--- config.mk ---
export PLATFORM = sky130hd
export DESIGN_NAME = hsc_ctrl
export DESIGN_NICKNAME = d
export VERILOG_FILES = /design/src/logic/hsc_pkg.sv /design/src/logic/hsc_ctrl.sv
export SDC_FILE = /design/constraint.sdc
export NUM_CORES = 1
export LEC_CHECK = 0
export BUFFER_PORTS_ARGS = -buffer_cell sky130_fd_sc_hd__buf_2
export CORE_ASPECT_RATIO = 1.5
export CORE_MARGIN = 2
export CORE_UTILIZATION = 46
export CTS_CLUSTER_DIAMETER = 40
export CTS_CLUSTER_SIZE = 14
export DETAILED_ROUTE_END_ITERATION = 8
export PLACE_DENSITY = 0.81
export SLEW_MARGIN = 20
export SYNTH_ARGS = -nofsm -noshare
export SYNTH_HDL_FRONTEND = slang
export SYNTH_SLANG_ARGS = --single-unit
--- constraint.sdc ---
create_clock -name core_clk -period 2.75 [get_ports core_clk]
set_clock_uncertainty 0.15 [all_clocks]
set_input_delay 0.55 -clock core_clk [delete_from_list [all_inputs] [get_ports core_clk]]
set_output_delay 0.55 -clock core_clk [all_outputs]
set_load 0.005 [all_outputs]
--- src/logic/hsc_pkg.sv ---
// Package: field layout and constants of the holdover and sync control word
package hsc_pkg;
	localparam int        WORD_W          = 32;
	localparam int        ADDR_W          = 4;
	localparam logic [3:0] ADDR_THIS_WORD = 4'h9;
	localparam logic [WORD_W-1:0] RESET_WORD = 32'h0000_0000;
	localparam int POS_HOLD1_EN   = 4;
	localparam int POS_HOLD2_EN   = 5;
	localparam int POS_CP_HOLD    = 6;
	localparam int POS_TRIGGER    = 7;
	localparam int POS_COUNT_LO   = 8;
	localparam int POS_COUNT_HI   = 9;
	localparam int POS_LOCKW2     = 10;
	localparam int POS_LOCKW3     = 11;
	localparam int POS_POLARITY   = 12;
	localparam int POS_DIVSYNC    = 13;
	localparam int POS_START_BP   = 14;
	localparam int POS_CLKDET_BP  = 15;
	localparam int POS_LOCK_BP    = 16;
	localparam int POS_LOWF_EN    = 17;
	localparam int POS_PRESET_SEL = 18;
	localparam int POS_FB_BIAS    = 19;
	localparam int POS_OUT_BIAS   = 21;
	localparam int CNT_W          = 10;
	localparam logic [CNT_W-1:0] REACT_64  = 10'h040;
	localparam logic [CNT_W-1:0] REACT_128 = 10'h080;
	localparam logic [CNT_W-1:0] REACT_256 = 10'h100;
	localparam logic [CNT_W-1:0] REACT_512 = 10'h200;

	typedef struct packed {
		logic [1:0] output_divider_bias;
		logic [1:0] feedback_divider_bias;
		logic       ref_divider_preset_sel;
		logic       low_freq_gate_enable;
		logic       first_lock_bypass;
		logic       clock_detect_bypass;
		logic       start_bypass;
		logic       divider_sync_disable;
		logic       internal_ctrl_polarity;
		logic [1:0] lock_window_hi;
		logic [1:0] hold_reactivate_count;
		logic       hold_trigger_mode;
		logic       cp_hold;
		logic       freq_holdover_two_en;
		logic       freq_holdover_one_en;
	} hsc_fields_t;

	typedef struct packed {
		logic oscillator_clock_present;
		logic aux_clock_present;
		logic pll_locked;
		logic feedback_fast;
		logic diagnostic_mode_bit;
		logic hold_pin;
		logic reset_pin;
	} hsc_status_t;
endpackage

--- src/logic/hsc_ctrl.sv ---
// Holdover and sync control word with its hold and start gating logic
`timescale 1ns/1ps
`default_nettype none
module hsc_ctrl
	import hsc_pkg::*;
(
	input  wire logic              core_clk,
	input  wire logic              nrst,
	input  wire logic              word_valid,
	input  wire logic [WORD_W-1:0] word_data,
	input  wire hsc_status_t       status,
	input  wire logic              start_req,
	output logic [WORD_W-1:0]      word_readback,
	output hsc_fields_t            fields,
	output logic                   cp_three_state,
	output logic                   hold_one_active,
	output logic                   hold_two_active,
	output logic                   hold_one_inverted,
	output logic                   ref_div_preset_n,
	output logic                   hold_int,
	output logic                   reset_int,
	output logic [1:0]             lock_window_hi,
	output logic                   divider_sync_bypass,
	output logic                   sync_enable,
	output logic                   start_out
);
	// ==========================================================
	// Configuration word
	logic [WORD_W-1:0] word_q, word_d;
	hsc_fields_t       f;
	always_comb begin
		word_d = word_q;
		if (word_valid && word_data[ADDR_W-1:0] == ADDR_THIS_WORD) begin
			word_d = word_data;
		end
	end
	always_ff @(posedge core_clk or negedge nrst) begin
		if (!nrst) begin
			word_q <= RESET_WORD;
		end else begin
			word_q <= word_d;
		end
	end
	assign f = word_q[POS_OUT_BIAS+1:POS_HOLD1_EN];
	assign fields = f;
	assign word_readback = word_q;
	assign lock_window_hi = f.lock_window_hi;

	// ==========================================================
	// Hold logic
	logic             hold_raw;
	logic             hold1_q, hold1_d;
	logic [CNT_W-1:0] cnt_q, cnt_d, react_limit;
	logic             lock_q;
	always_comb begin
		case (f.hold_reactivate_count)
			2'b00:   react_limit = REACT_64;
			2'b01:   react_limit = REACT_128;
			2'b10:   react_limit = REACT_256;
			default: react_limit = REACT_512;
		endcase
		hold_raw = f.hold_trigger_mode | status.pll_locked;
		hold1_d = hold1_q;
		cnt_d = cnt_q;
		if (!f.freq_holdover_one_en) begin
			hold1_d = 1'b0;
			cnt_d = '0;
		end else if (hold_raw) begin
			if (hold1_q || cnt_q == '0) begin
				hold1_d = 1'b1;
				cnt_d = '0;
			end else if (cnt_q >= react_limit) begin
				hold1_d = 1'b1;
				cnt_d = '0;
			end else begin
				cnt_d = cnt_q + 10'h001;
			end
		end else begin
			hold1_d = 1'b0;
			if (hold1_q) begin
				cnt_d = 10'h001;
			end else if (cnt_q != '0 && cnt_q < react_limit) begin
				cnt_d = cnt_q + 10'h001;
			end
		end
	end
	always_ff @(posedge core_clk or negedge nrst) begin
		if (!nrst) begin
			hold1_q <= 1'b0;
			cnt_q <= '0;
			lock_q <= 1'b0;
		end else begin
			hold1_q <= hold1_d;
			cnt_q <= cnt_d;
			lock_q <= lock_q | status.pll_locked;
		end
	end
	assign hold_one_active = hold1_q;
	assign hold_one_inverted = ~hold1_q;
	assign hold_two_active = f.freq_holdover_two_en & hold_raw;
	assign cp_three_state = f.cp_hold | status.hold_pin;
	assign ref_div_preset_n = f.ref_divider_preset_sel | hold_one_inverted;
	assign hold_int = f.internal_ctrl_polarity ?
		(f.cp_hold | status.hold_pin) : ~(f.cp_hold | status.hold_pin);
	assign reset_int = f.internal_ctrl_polarity ? status.reset_pin
		: ~status.reset_pin;
	assign divider_sync_bypass = status.diagnostic_mode_bit
		& f.divider_sync_disable;

	// ==========================================================
	// Start gating
	logic start_q, start_d;
	always_comb begin
		sync_enable = (f.clock_detect_bypass | status.oscillator_clock_present
			| status.aux_clock_present)
			& (f.first_lock_bypass | lock_q)
			& (~f.low_freq_gate_enable | status.feedback_fast);
		start_d = sync_enable & start_req;
	end
	always_ff @(posedge core_clk or negedge nrst) begin
		if (!nrst) begin
			start_q <= 1'b0;
		end else begin
			start_q <= start_d;
		end
	end
	assign start_out = f.start_bypass ? (sync_enable & start_req)
		: start_q;

	// ==========================================================
	// Assertions
	word_load_a: assert property (@(posedge core_clk) disable iff (!nrst)
		word_valid && word_data[3:0] == 4'h9 |=> word_q == $past(word_data))
		else $error("word not loaded");
	word_keep_a: assert property (@(posedge core_clk) disable iff (!nrst)
		!(word_valid && word_data[3:0] == 4'h9) |=> $stable(word_q))
		else $error("word changed without select");
	hold_off_a: assert property (@(posedge core_clk) disable iff (!nrst)
		!f.freq_holdover_one_en |=> !hold1_q)
		else $error("hold one active while disabled");
	hold_two_a: assert property (@(posedge core_clk) disable iff (!nrst)
		hold_two_active == (f.freq_holdover_two_en && (f.hold_trigger_mode || status.pll_locked)))
		else $error("hold two wrong");
	cp_state_a: assert property (@(posedge core_clk) disable iff (!nrst)
		word_q[6] |-> cp_three_state)
		else $error("pump not three-stated");
	react_min_a: assert property (@(posedge core_clk) disable iff (!nrst)
		hold1_q ##1 !hold1_q ##1 (f.hold_reactivate_count == 2'b00)[*8] |-> !hold1_q)
		else $error("hold one reactivated early");
	polarity_a: assert property (@(posedge core_clk) disable iff (!nrst)
		!word_q[12] |-> reset_int == !status.reset_pin)
		else $error("reset not inverted");
	divsync_a: assert property (@(posedge core_clk) disable iff (!nrst)
		!status.diagnostic_mode_bit |-> !divider_sync_bypass)
		else $error("bypass outside diagnostic mode");
	start_sync_a: assert property (@(posedge core_clk) disable iff (!nrst)
		!f.start_bypass && $past(!f.start_bypass) |-> start_out == $past(start_d))
		else $error("start not synchronised");
	lock_wait_a: assert property (@(posedge core_clk) disable iff (!nrst)
		!f.first_lock_bypass && !lock_q |-> !sync_enable)
		else $error("sync before first lock");
	low_freq_a: assert property (@(posedge core_clk) disable iff (!nrst)
		f.low_freq_gate_enable && !status.feedback_fast |-> !sync_enable)
		else $error("sync below frequency");
	preset_a: assert property (@(posedge core_clk) disable iff (!nrst)
		word_q[18] |-> ref_div_preset_n)
		else $error("preset while deselected");
	load_c: cover property (@(posedge core_clk) disable iff (!nrst)
		word_valid && word_data[3:0] == 4'h9);
	react_c: cover property (@(posedge core_clk) disable iff (!nrst)
		!hold1_q ##1 hold1_q && cnt_q == '0 && f.freq_holdover_one_en);
	start_c: cover property (@(posedge core_clk) disable iff (!nrst) start_out);
endmodule
`default_nettype wire

==> results of run 1 <==
-- per-layer routing --
layer | vias up | global-route usage
li1 | 841 | -
met1 | 832 | 0.1853
met2 | 63 | 0.3158
met3 | 7 | 0.03582
met4 | 0 | 0.07624
met5 | - | 0
-- metrics by stage --
stage               cell area [µm²]  hold WS, ps    util
finish                         2861        301.1  0.5950
global route                   2861        321.4  0.5950
CTS                            2861        296.7  0.5950
detailed placement             2761        297.8  0.5741
global placement               2761        287.3  0.5741
floorplan                      2300        104.4       -
-- sequential cells by signal, summed over array words and instances, names as in the netlist --
| register | cells |
|---|---|
| cnt_q | 10 |
| hold_one_active | 1 |
| lock_q | 1 |
| start_q | 1 |
| word_readback | 32 |
-- worst max-delay path, cell delays in order (launching register included) --
cell      delay [ps]
dfrtp_1          440
nand2b_1         170
ha_1             300
nor2b_1          160
o211ai_2         130
a21oi_2          440
nor3_4           140
a311o_1          330
-- power by group through the flow --
stage          Clock (mW)  Sequential [mW]  Combinational [mW]
3_5_place_dp            0            0.877               0.580
6_report            0.412            0.861               0.570
2_1_floorplan           0            0.879               0.380
3_3_place_gp            0            0.871               0.566
5_1_grt             0.449            0.883               0.641
4_1_cts             0.425            0.865               0.581
-- repair_timing --
action | CTS | global route
gates resized for setup | 0 | 0
hold buffers | 1 | 0
endpoints found under the hold margin | 11 | 0
endpoints found under the setup margin | 0 | 0
-- synth_stat cells, types with 2 or more instances --
master,number
a21oi_2,2
a22o_1,7
and2_1,5
and2b_2,3
and3_1,5
buf_2,2
buf_4,21
dfrtp_1,45
ha_1,6
inv_1,6
mux2_2,28
nand2_1,4
nand2b_1,3
nand3_1,2
nor2_1,4
nor2b_1,9
nor3_1,2
o22ai_1,2
o31ai_1,6
or2_2,4
xnor2_1,2
-- cells in the final DEF, fill, tap and decap left out, drive strengths merged --
| cell | instances |
|---|---|
| o22a | 1 |
| o21ai | 2 |
| and2b | 3 |
| nand4b | 1 |
| nand2 | 4 |
| nor2b | 9 |
| mux2 | 28 |
| o211ai | 2 |
| inv | 6 |
| xnor2 | 2 |
| a211oi | 1 |
| ha | 6 |
| and3 | 5 |
| a31o | 1 |
| dfrtp | 45 |
| clkbuf | 6 |
| or3 | 1 |
| a311o | 1 |
| clkinvlp | 1 |
| and2 | 5 |
| o22ai | 2 |
| nor2 | 5 |
| o31ai | 7 |
| nand2b | 3 |
| a22o | 7 |
| dlygate4sd3 | 1 |
| a41oi | 1 |
| a31oi | 2 |
| nand3 | 2 |
| buf | 108 |
| and4 | 1 |
| nor4 | 2 |
| a21oi | 2 |
| or2 | 4 |
| nor3 | 3 |
-- cells by family after synthesis --
logic type,after synthesis
AOI/OAI and AO/OA,29
xor gates and xnor gates,2
DFF,45
and+or+nand+nor,48
adders and majority gates,6
muxes,28
buffers and inverters,30
-- path summary, 6_finish.rpt --
check,end,slack [ps],start
max,cnt_q[6]$_DFFE_PN0P_,360,word_readback[9]$_DFFE_PN0P_
min,word_readback[17]$_DFFE_PN0P_,300,word_data[17]
max reg2reg,cnt_q[6]$_DFFE_PN0P_,360,word_readback[9]$_DFFE_PN0P_
min reg2reg,word_readback[0]$_DFFE_PN0P_,320,word_readback[0]$_DFFE_PN0P_
max in group asynchronous,word_readback[17]$_DFFE_PN0P_,1390,nrst
min in group asynchronous,word_readback[27]$_DFFE_PN0P_,510,nrst
-- area by class of cell --
class | instances | share of cell area
inverters | 6 | 0.007871
multi-input cells | 113 | 0.3432
well taps | 66 | 0.02886
clock buffers | 6 | 0.02886
repair buffers | 109 | 0.1950
clock inverters | 1 | 0.002624
flip-flops and latches | 45 | 0.3935
==> summary.md, run 1 <==
| Metric | Value |
|---|---|
| First-pass GRT wire length | 7417 µm |
| TNS Setup | 0 ps |
| Adder-cell share of the synthesized area | 0.03264 |
| Simple-Gate Fraction of Synth Area | 0.1366 |
| Synth area leaders | dfrtp_1 49%, mux2_2 14%, buf_4 6.9% |
| Largest net degree at the start of global routing | 34 |
| Pleak | 1.446 nW |
| Routed wl met3 | 248 µm |
| Sw frac | 0.3030 |
| Setup WS pre-CTS | 369.6 ps |
| Critical Path RT | 2780 ps |
| Routed len/inst | 12.93 µm |
| Post-Syn Area | 2300 µm² |
| Yosys top cell by area | dfrtp_1 |
| EDFF count, synth | 0 |
| Worst rel slew slack | 0.6535 |
| CORE AREA | 4810 µm² |
| Int Pwr | 1.285 mW |
| Total CTS buffers | 5 |
| Post-Syn Area per Cell | 12.23 µm² |
| Synth Area in XOR/XNOR | 0.007617 |
| Asr flop ratio synth | 1.000 |
| Total GRT Usage | 0.1758 |
| Area of the multi-input gates | 982.2 µm² |
| Overall Power | 1.843 mW |
| DRC | 0 |
| H-tree depth | 2 |
| Startpoint Class | flop |
| Post-layout net count | 329 |
| Clk root buf | clkbuf_8 |
| Initial core utilization | 0.4781 |
| Dpl cells | 338 |
| Number of antenna violations at the first check in global routing | 0 |
| Clock transition at path regs | 80 ps |
| Outcome | finished clean |
| # rows | 31 |
| Post-route ant nets | 0 |
| Dpl hpwl | 3542 µm |
| Synth warn | 0 |
| DRT Pass-1 Iters | 4 |
| Tcrit/Tclk final | 0.8679 |
| Crit path kind | reg2reg |
| Final wirelength | 4475 µm |
| Vias in the first global route | 1687 |
| Slack of the critical path | 363.2 ps |
| Share of the synthesized area in the top cell type | 0.4897 |
| Die Width | 61.73 µm |
| # setup viols final | 0 |
| Metal2 WL | 2436 µm |
| Peak supply drop | 0.3789 mV |
| Seq pwr share | 0.467 |
| Compound-gate portion of the synthesized area | 0.1121 |
| Worst hold path class | in2reg |
| Top Layer Used | met4 |
| Post-Layout Cell Count | 346 |
| Total congestion overflow | 0 |
| Total number of vias | 1743 |
| Synth Net Count | 237 |
| Gpl congestion | 0.8162 |
| Diode count | 0 |
| Main flop type after synthesis | dfrtp_1 |
| Drt initial violations | 19 |
| PwrDens | 644.1 nW/µm² |
| Hold Path Depth | 3 |
| Mux cell area share after synthesis | 0.1371 |
| Final Hold Vio Count | 0 |
| CTS Buffer Depth | 2 |
| Worst Path Max Fanout | 9 |
| Crit path arrival time | 2420 ps |
| Clk_lat worst skew | 300 ps |
| Max Cap Viol | 0 |
| Wire length on met1 | 1696 µm |
| Register area | 1126 µm² |
| Ratio of cells with drive above 1 in the final layout | 0.5786 |
| IO buf count | 105 |
| Worst setup EP type | flop |
| DR vias/cell | 5.038 |
| Net switching power figure | 0.5585 mW |
| Worst-margin pin slew | 519.8 ps |
| Die span in y | 90.60 µm |
| Clk network pwr share | 0.223 |
| Max frequency | 0.4190 GHz |
| Clock sink total | 45 |
| Final min period | 2387 ps |
| Count of pins over their slew limit | 0 |
| TritonCTS clock tree | yes |
| RSZ-0062 raised after global routing | no |
| Area growth from synthesis to layout | 24.43% |
| Worst reg2reg path depth | 7 |
| IO Pins | 106 |
| Gate power share | 0.310 |
| Die area | 5592 µm² |
| Cell variety after synth | 41 |
| FF+latch count, synth | 45 |
| Postcts setup bufs | 0 |
| Register area share after synthesis | 0.4897 |
| Main combinational cell family by area after synthesis | multiplexers |
| Post-Syn Instances | 188 |
| Fill count | 451 |
(Power assumes the default switching activity.)
==> run 2, diff against run 1 <==
--- a/config.mk
+++ b/config.mk
@@ -5,7 +5,7 @@
 export SDC_FILE = /design/constraint.sdc
 export NUM_CORES = 1
 export LEC_CHECK = 0
-export BUFFER_PORTS_ARGS = -buffer_cell sky130_fd_sc_hd__buf_2
+export BUFFER_PORTS_ARGS = -buffer_cell sky130_fd_sc_hd__buf_4
 export CORE_ASPECT_RATIO = 1.5
 export CORE_MARGIN = 2
 export CORE_UTILIZATION = 46
==> constraint.sdc (replaced) <==
create_clock -name core_clk -period 2.65 [get_ports core_clk]
set_clock_uncertainty 0.15 [all_clocks]
set_input_delay 0.53 -clock core_clk [delete_from_list [all_inputs] [get_ports core_clk]]
set_output_delay 0.53 -clock core_clk [all_outputs]
set_load 0.005 [all_outputs]
==> run 2 against run 1 <==
Effect of this change: clock power decreased by 2%; sequential power is 5.5% higher; non-clock buffer count decreased by 3; critical path depth is the same; final cell count shrank 0.58%; clock-buffer cell count increased by 2; global-route usage rose by 1.5 points; wire length rose by 11%; die area is the same; critical path type unchanged; largest cell class unchanged; highest routed layer unchanged.
==> summary.md, run 2 (synthesis gave the netlist of run 1 again) <==
| Metric | Value |
|---|---|
| Total number of vias | 1767 (+1.4%) |
| Post-Layout Cell Count | 344 (-0.58%) |
| Postcts setup bufs | 0 (unchanged) |
| Gate power share | 0.357 (+0.047) |
| Int Pwr | 1.439 mW (+12%) |
| Clock sink total | 45 (unchanged) |
| Dpl hpwl | 3762 µm (+6.2%) |
| Post-route ant nets | 0 (unchanged) |
| Total CTS buffers | 5 (unchanged) |
| Die span in y | 90.60 µm (unchanged) |
| Routed len/inst | 14.42 µm (+11%) |
| IO buf count | 105 (unchanged) |
| Worst Path Max Fanout | 9 (unchanged) |
| Crit path kind | reg2reg |
| Initial core utilization | 0.4781 (unchanged) |
| Worst setup EP type | flop |
| Outcome | finished clean |
| Final wirelength | 4960 µm (+11%) |
| Number of antenna violations at the first check in global routing | 0 (unchanged) |
| Worst rel slew slack | 0.6275 (-0.02598) |
| DRT Pass-1 Iters | 4 (unchanged) |
| IO Pins | 106 (unchanged) |
| Diode count | 0 (unchanged) |
| Drt initial violations | 27 (+8) |
| Clk network pwr share | 0.198 (-0.025) |
| PwrDens | 659.9 nW/µm² (+2.4%) |
| Area growth from synthesis to layout | 34.33% |
| Dpl cells | 336 (-0.59%) |
| First-pass GRT wire length | 8121 µm (+9.5%) |
| Tcrit/Tclk final | 0.9025 (+0.03460) |
| Clk_lat worst skew | 290 ps (about the same) |
| Net switching power figure | 0.5994 mW (+7.3%) |
| Overall Power | 2.039 mW (+11%) |
| Total GRT Usage | 0.1907 (+0.01497) |
| Count of pins over their slew limit | 0 (unchanged) |
| Die Width | 61.73 µm (unchanged) |
| Sw frac | 0.2941 (-0.008967) |
| Max frequency | 0.4181 GHz (-0.21%) |
| CORE AREA | 4810 µm² (unchanged) |
| Clock transition at path regs | 80 ps (about the same) |
| Total congestion overflow | 0 (unchanged) |
| Slowest library cell on the worst path | dfrtp_1 |
| Max Cap Viol | 0 (unchanged) |
| Critical Path RT | 2680 ps (-100 ps) |
| Die area | 5592 µm² (unchanged) |
| DR vias/cell | 5.137 (+2.0%) |
| Largest net degree at the start of global routing | 46 (+35%) |
| TritonCTS clock tree | yes |
| Gpl congestion | 0.7771 (-4.8%) |
| Ratio of cells with drive above 1 in the final layout | 0.5683 (-0.01023) |
| H-tree depth | 2 (unchanged) |
| Final min period | 2392 ps (+4.909 ps) |
| RSZ-0062 raised after global routing | no |
| Startpoint Class | flop |
| Commonest cells after routing, fill and taps aside | 106 x buf_4, 45 x dfrtp_1, 28 x mux2_2 |
| Crit path cell chain | nand2b_1 > ha_1 > nor2b_1 > o211ai_2 > a21oi_2 > nor3_4 > a311o_1 |
| Cts repair resizes | 0 (unchanged) |
| # rows | 31 (unchanged) |
| Pleak | 1.507 nW (+4.2%) |
| CP max stage delay | 440 ps (about the same) |
| Hold_buf cts | 0 (-1) |
| Worst hold path class | in2async |
| Worst-margin pin slew | 558.7 ps (+38.98 ps) |
| Final Hold Vio Count | 0 (unchanged) |
| Clk root buf | clkbuf_8 |
| Most common cell after layout, fill and taps aside | buf_4 |
| # setup viols final | 0 (unchanged) |
| Seq pwr share | 0.445 (-0.022) |
| Max reg flops | 32 (unchanged) |
| Post-layout net count | 326 (-0.91%) |
| DRC | 0 (unchanged) |
| Crit path arrival time | 2420 ps (about the same) |
| CTS Buffer Depth | 2 (unchanged) |
| Vias in the first global route | 1843 (+9.2%) |
| TNS Setup | 0 ps (unchanged) |
| Worst reg2reg path depth | 7 (unchanged) |
| Fill count | 417 (-7.5%) |
| Peak supply drop | 0.5056 mV (+33%) |
==> run 2: changes by cell type in the layout (fill, tap and decap cells not counted), sizes merged <==
cell / previous run / this run
buf: 108 / 106
clkbuf: 6 / 8
clkinvlp: 1 / 0
dlygate4sd3: 1 / 0
==> run 2: through the flow <==
step,hold WS (ps),setup WS [ps],util,instance area [µm²]
floorplan,84.41,464.7,-,2300
global placement,305.5,305.1,0.6257,3009
detailed placement,307.3,266.6,0.6257,3009
CTS,96.30,253.6,0.6423,3089
global route,122.2,88.32,0.6423,3089
finish,75.89,258.3,0.6423,3089
==> run 2: area by class of cell <==
| class | instances | area, µm² | area share |
|---|---|---|---|
| clock buffers | 8 | 80.08 | 0.02592 |
| flip-flops and latches | 45 | 1126 | 0.3645 |
| inverters | 6 | 22.52 | 0.007290 |
| well taps | 66 | 82.58 | 0.02673 |
| multi-input cells | 113 | 982.2 | 0.3179 |
| repair buffers | 106 | 795.8 | 0.2576 |
==> run 2: worst max-delay path, delay by kind of cell, from the launching register on <==
family | cells | cell delay, ps
adders and majority gates | 1 | 300
AOI/OAI and AO/OA | 3 | 900
and+or+nand+nor | 3 | 490
DFF | 1 | 440
==> run 2: path summary, 6_finish.rpt <==
check | from | endpoint | slack, ps
hold / removal | nrst | word_readback[27]$_DFFE_PN0P_ | 80
setup / recovery | word_readback[9]$_DFFE_PN0P_ | cnt_q[6]$_DFFE_PN0P_ | 260
setup reg to reg | word_readback[9]$_DFFE_PN0P_ | cnt_q[6]$_DFFE_PN0P_ | 260
min in group core_clk | word_data[17] | word_readback[17]$_DFFE_PN0P_ | 290
max in group asynchronous | nrst | word_readback[16]$_DFFE_PN0P_ | 1890
hold reg to reg | word_readback[0]$_DFFE_PN0P_ | word_readback[0]$_DFFE_PN0P_ | 320
==> run 2: power by group through the flow <==
stage                     Sequential, mW  Clock, mW  Combinational [mW]
after floorplan                    0.912          0               0.394
after global placement             0.915          0               0.714
after detailed placement           0.924          0               0.735
after CTS                          0.912      0.417               0.738
after global routing               0.930      0.437               0.800
final                              0.908      0.404               0.727
==> run 2: metal layers <==
metal	GRT usage	wire, µm	vias up
li1	-	-	827
met1	0.2099	1799	867
met2	0.3412	2805	64
met3	0.03009	231	9
met4	0.07979	124	0
met5	0	0	-
==> run 3, diff against run 2 <==
==> constraint.sdc (replaced) <==
create_clock -name core_clk -period 2.65 [get_ports core_clk]
set_clock_uncertainty 0.15 [all_clocks]
set_input_delay 0.1325 -clock core_clk [delete_from_list [all_inputs] [get_ports core_clk]]
set_output_delay 0.1325 -clock core_clk [all_outputs]
set_load 0.005 [all_outputs]
==> run 3 against run 2 <==
Effect of this change: final cell count is 9.0% higher; die area stayed put; maximum frequency fell by 3.0%; total power grew 5.4%; setup slack got worse by 74 ps; core utilization is 6.9 points higher; largest power group unchanged; highest routed layer unchanged.
==> summary.md, run 3 (synthesis gave the netlist of run 1 again) <==
| Metric | Value |
|---|---|
| Ratio of cells with drive above 1 in the final layout | 0.5210 (-0.04731) |
| Start of the worst register-to-register path | word_readback[9]$_DFFE_PN0P_ |
| TritonCTS clock tree | yes |
| CTS Buffer Depth | 2 (unchanged) |
| Startpoint Class | flop |
| DRC | 0 (unchanged) |
| # setup viols final | 0 (unchanged) |
| Worst hold path class | in2reg |
| Drt initial violations | 36 (+33%) |
| Pleak | 1.651 nW (+9.6%) |
| Worst Hold End | start_q$_DFF_PN0_ |
| Crit path arrival time | 2500 ps (+80 ps) |
| Dpl hpwl | 3781 µm (+0.51%) |
| Crit path kind | reg2reg |
| Max frequency | 0.4056 GHz (-3.0%) |
| Worst-margin pin slew | 567.2 ps (+8.467 ps) |
| Setup slack, reg-to-reg | 180 ps (-70 ps) |
| HP Start | status[5] |
| Clk root buf | clkbuf_8 |
| Die Width | 61.73 µm (unchanged) |
| CP Launch Point | word_readback[9]$_DFFE_PN0P_ |
| Postcts setup bufs | 0 (unchanged) |
| Worst setup EP type | flop |
| Number of antenna violations at the first check in global routing | 0 (unchanged) |
| Peak supply drop | 0.4868 mV (-3.7%) |
| Final Hold Vio Count | 0 (unchanged) |
| Die area | 5592 µm² (unchanged) |
| Cts repair resizes | 0 (unchanged) |
| Tcrit/Tclk final | 0.9304 (+0.02793) |
| # rows | 31 (unchanged) |
| CORE AREA | 4810 µm² (unchanged) |
| Gpl congestion | 0.7790 (+0.24%) |
| RSZ-0062 raised after global routing | no |
| Total number of vias | 1895 (+7.2%) |
| Routed len/inst | 14.91 µm (+3.4%) |
| Total CTS buffers | 5 (unchanged) |
| TNS Setup | 0 ps (unchanged) |
| Largest net degree at the start of global routing | 46 (unchanged) |
| First-pass GRT wire length | 9080 µm (+12%) |
| IO Pins | 106 (unchanged) |
| R2R Path End | cnt_q[6]$_DFFE_PN0P_ |
| Total congestion overflow | 0 (unchanged) |
| Area growth from synthesis to layout | 48.75% |
| Post-route ant nets | 0 (unchanged) |
| IO buf count | 105 (unchanged) |
| Vias in the first global route | 2022 (+9.7%) |
| DRT Pass-1 Iters | 4 (unchanged) |
| CP bufs+invs | 0 (unchanged) |
| Slowest library cell on the worst path | a21oi_2 |
| Clk_lat worst skew | 300 ps (about the same) |
| CP max stage delay | 480 ps (+40 ps) |
| PwrDens | 628.0 nW/µm² (-4.8%) |
| Critical Path RT | 2690 ps (about the same) |
| Worst reg2reg path depth | 7 (unchanged) |
| Final min period | 2466 ps (+74.01 ps) |
| Die span in y | 90.60 µm (unchanged) |
| Total GRT Usage | 0.2135 (+0.02275) |
| DR vias/cell | 5.053 (-1.6%) |
| Crit path cell chain | nand2b_1 > ha_1 > nor2b_1 > o211ai_2 > a21oi_2 > nor3_4 > a311o_1 |
| Max Cap Viol | 0 (unchanged) |
| Final hold slack | 105.0 ps (+29.14 ps) |
| Final wirelength | 5590 µm (+13%) |
| Hold Path Depth | 4 |
| Worst Path Max Fanout | 9 (unchanged) |
| Most common cell after layout, fill and taps aside | buf_4 |
| Diode count | 0 (unchanged) |
| Final design utilization | 0.7112 (+0.06894) |
| Count of pins over their slew limit | 0 (unchanged) |
| Initial core utilization | 0.4781 (unchanged) |
| Worst rel slew slack | 0.6219 (-0.005644) |
| Commonest cells after routing, fill and taps aside | 106 x buf_4, 45 x dfrtp_1, 31 x dlygate4sd3_1 |
| Crit path max-delay family | compound AO/OA/AOI/OAI gates |
| Outcome | finished clean |
| Max reg flops | 32 (unchanged) |
| Clock sink total | 45 (unchanged) |
| H-tree depth | 2 (unchanged) |
| Clock transition at path regs | 80 ps (about the same) |
| Post-layout net count | 357 (+9.5%) |
==> run 3: cell type report <==
class | count | area (µm²)
repair buffers | 137 | 1106
clock buffers | 7 | 96.34
fillers | 371 | 1389
inverters | 6 | 22.52
flip-flops and latches | 45 | 1126
multi-input cells | 113 | 982.2
well taps | 66 | 82.58
clock inverters | 1 | 5.005
==> run 3: power by group <==
part	switching [mW]	internal, mW	total [mW]
Clock	0.221	0.236	0.457
Combinational	0.299	0.480	0.779
Sequential	0.111	0.801	0.912
==> run 3: tightest hold or removal path, stage by stage <==
cell and delay (ps):
buf_4 80, nor3_1 40, nor2_1 110, and2_1 160
==> run 3: how the worst max path moves through the flow <==
| stage | to | slack [ps] | cells past startpoint |
|---|---|---|---|
| 2_1_floorplan | cnt_q[6]$_DFFE_PN0P_ | 460 | 7 |
| 3_3_place_gp | cnt_q[6]$_DFFE_PN0P_ | 310 | 7 |
| 3_5_place_dp | cnt_q[6]$_DFFE_PN0P_ | 200 | 7 |
| 4_1_cts | cnt_q[6]$_DFFE_PN0P_ | 190 | 7 |
| 5_1_grt | cnt_q[6]$_DFFE_PN0P_ | 20 | 7 |
| 6_report | cnt_q[6]$_DFFE_PN0P_ | 180 | 7 |
==> run 3: timing repair <==
action	4_1_cts	5_1_grt
hold buffers	31	0
endpoints found under the setup margin	0	0
endpoints found under the hold margin	75	0
==> run 3: layer usage <==
| metal | routed length (µm) | track usage | up-vias |
|---|---|---|---|
| met5 | 0 | 0 | - |
| met2 | 3112 | 0.3816 | 76 |
| met3 | 268 | 0.03438 | 15 |
| met1 | 2000 | 0.2259 | 909 |
| li1 | - | - | 895 |
| met4 | 209 | 0.1064 | 0 |
==> run 3: per-stage QoR <==
stage	cells	worst slack, ps	cell area, µm²	power, mW
2_1_floorplan	188	464.7	2300	1.307
3_3_place_gp	336	310.6	3009	1.629
3_5_place_dp	336	204.0	3009	1.662
4_1_cts	375	185.4	3421	2.161
5_1_grt	375	15.72	3421	2.268
6_report	375	184.3	3421	2.148
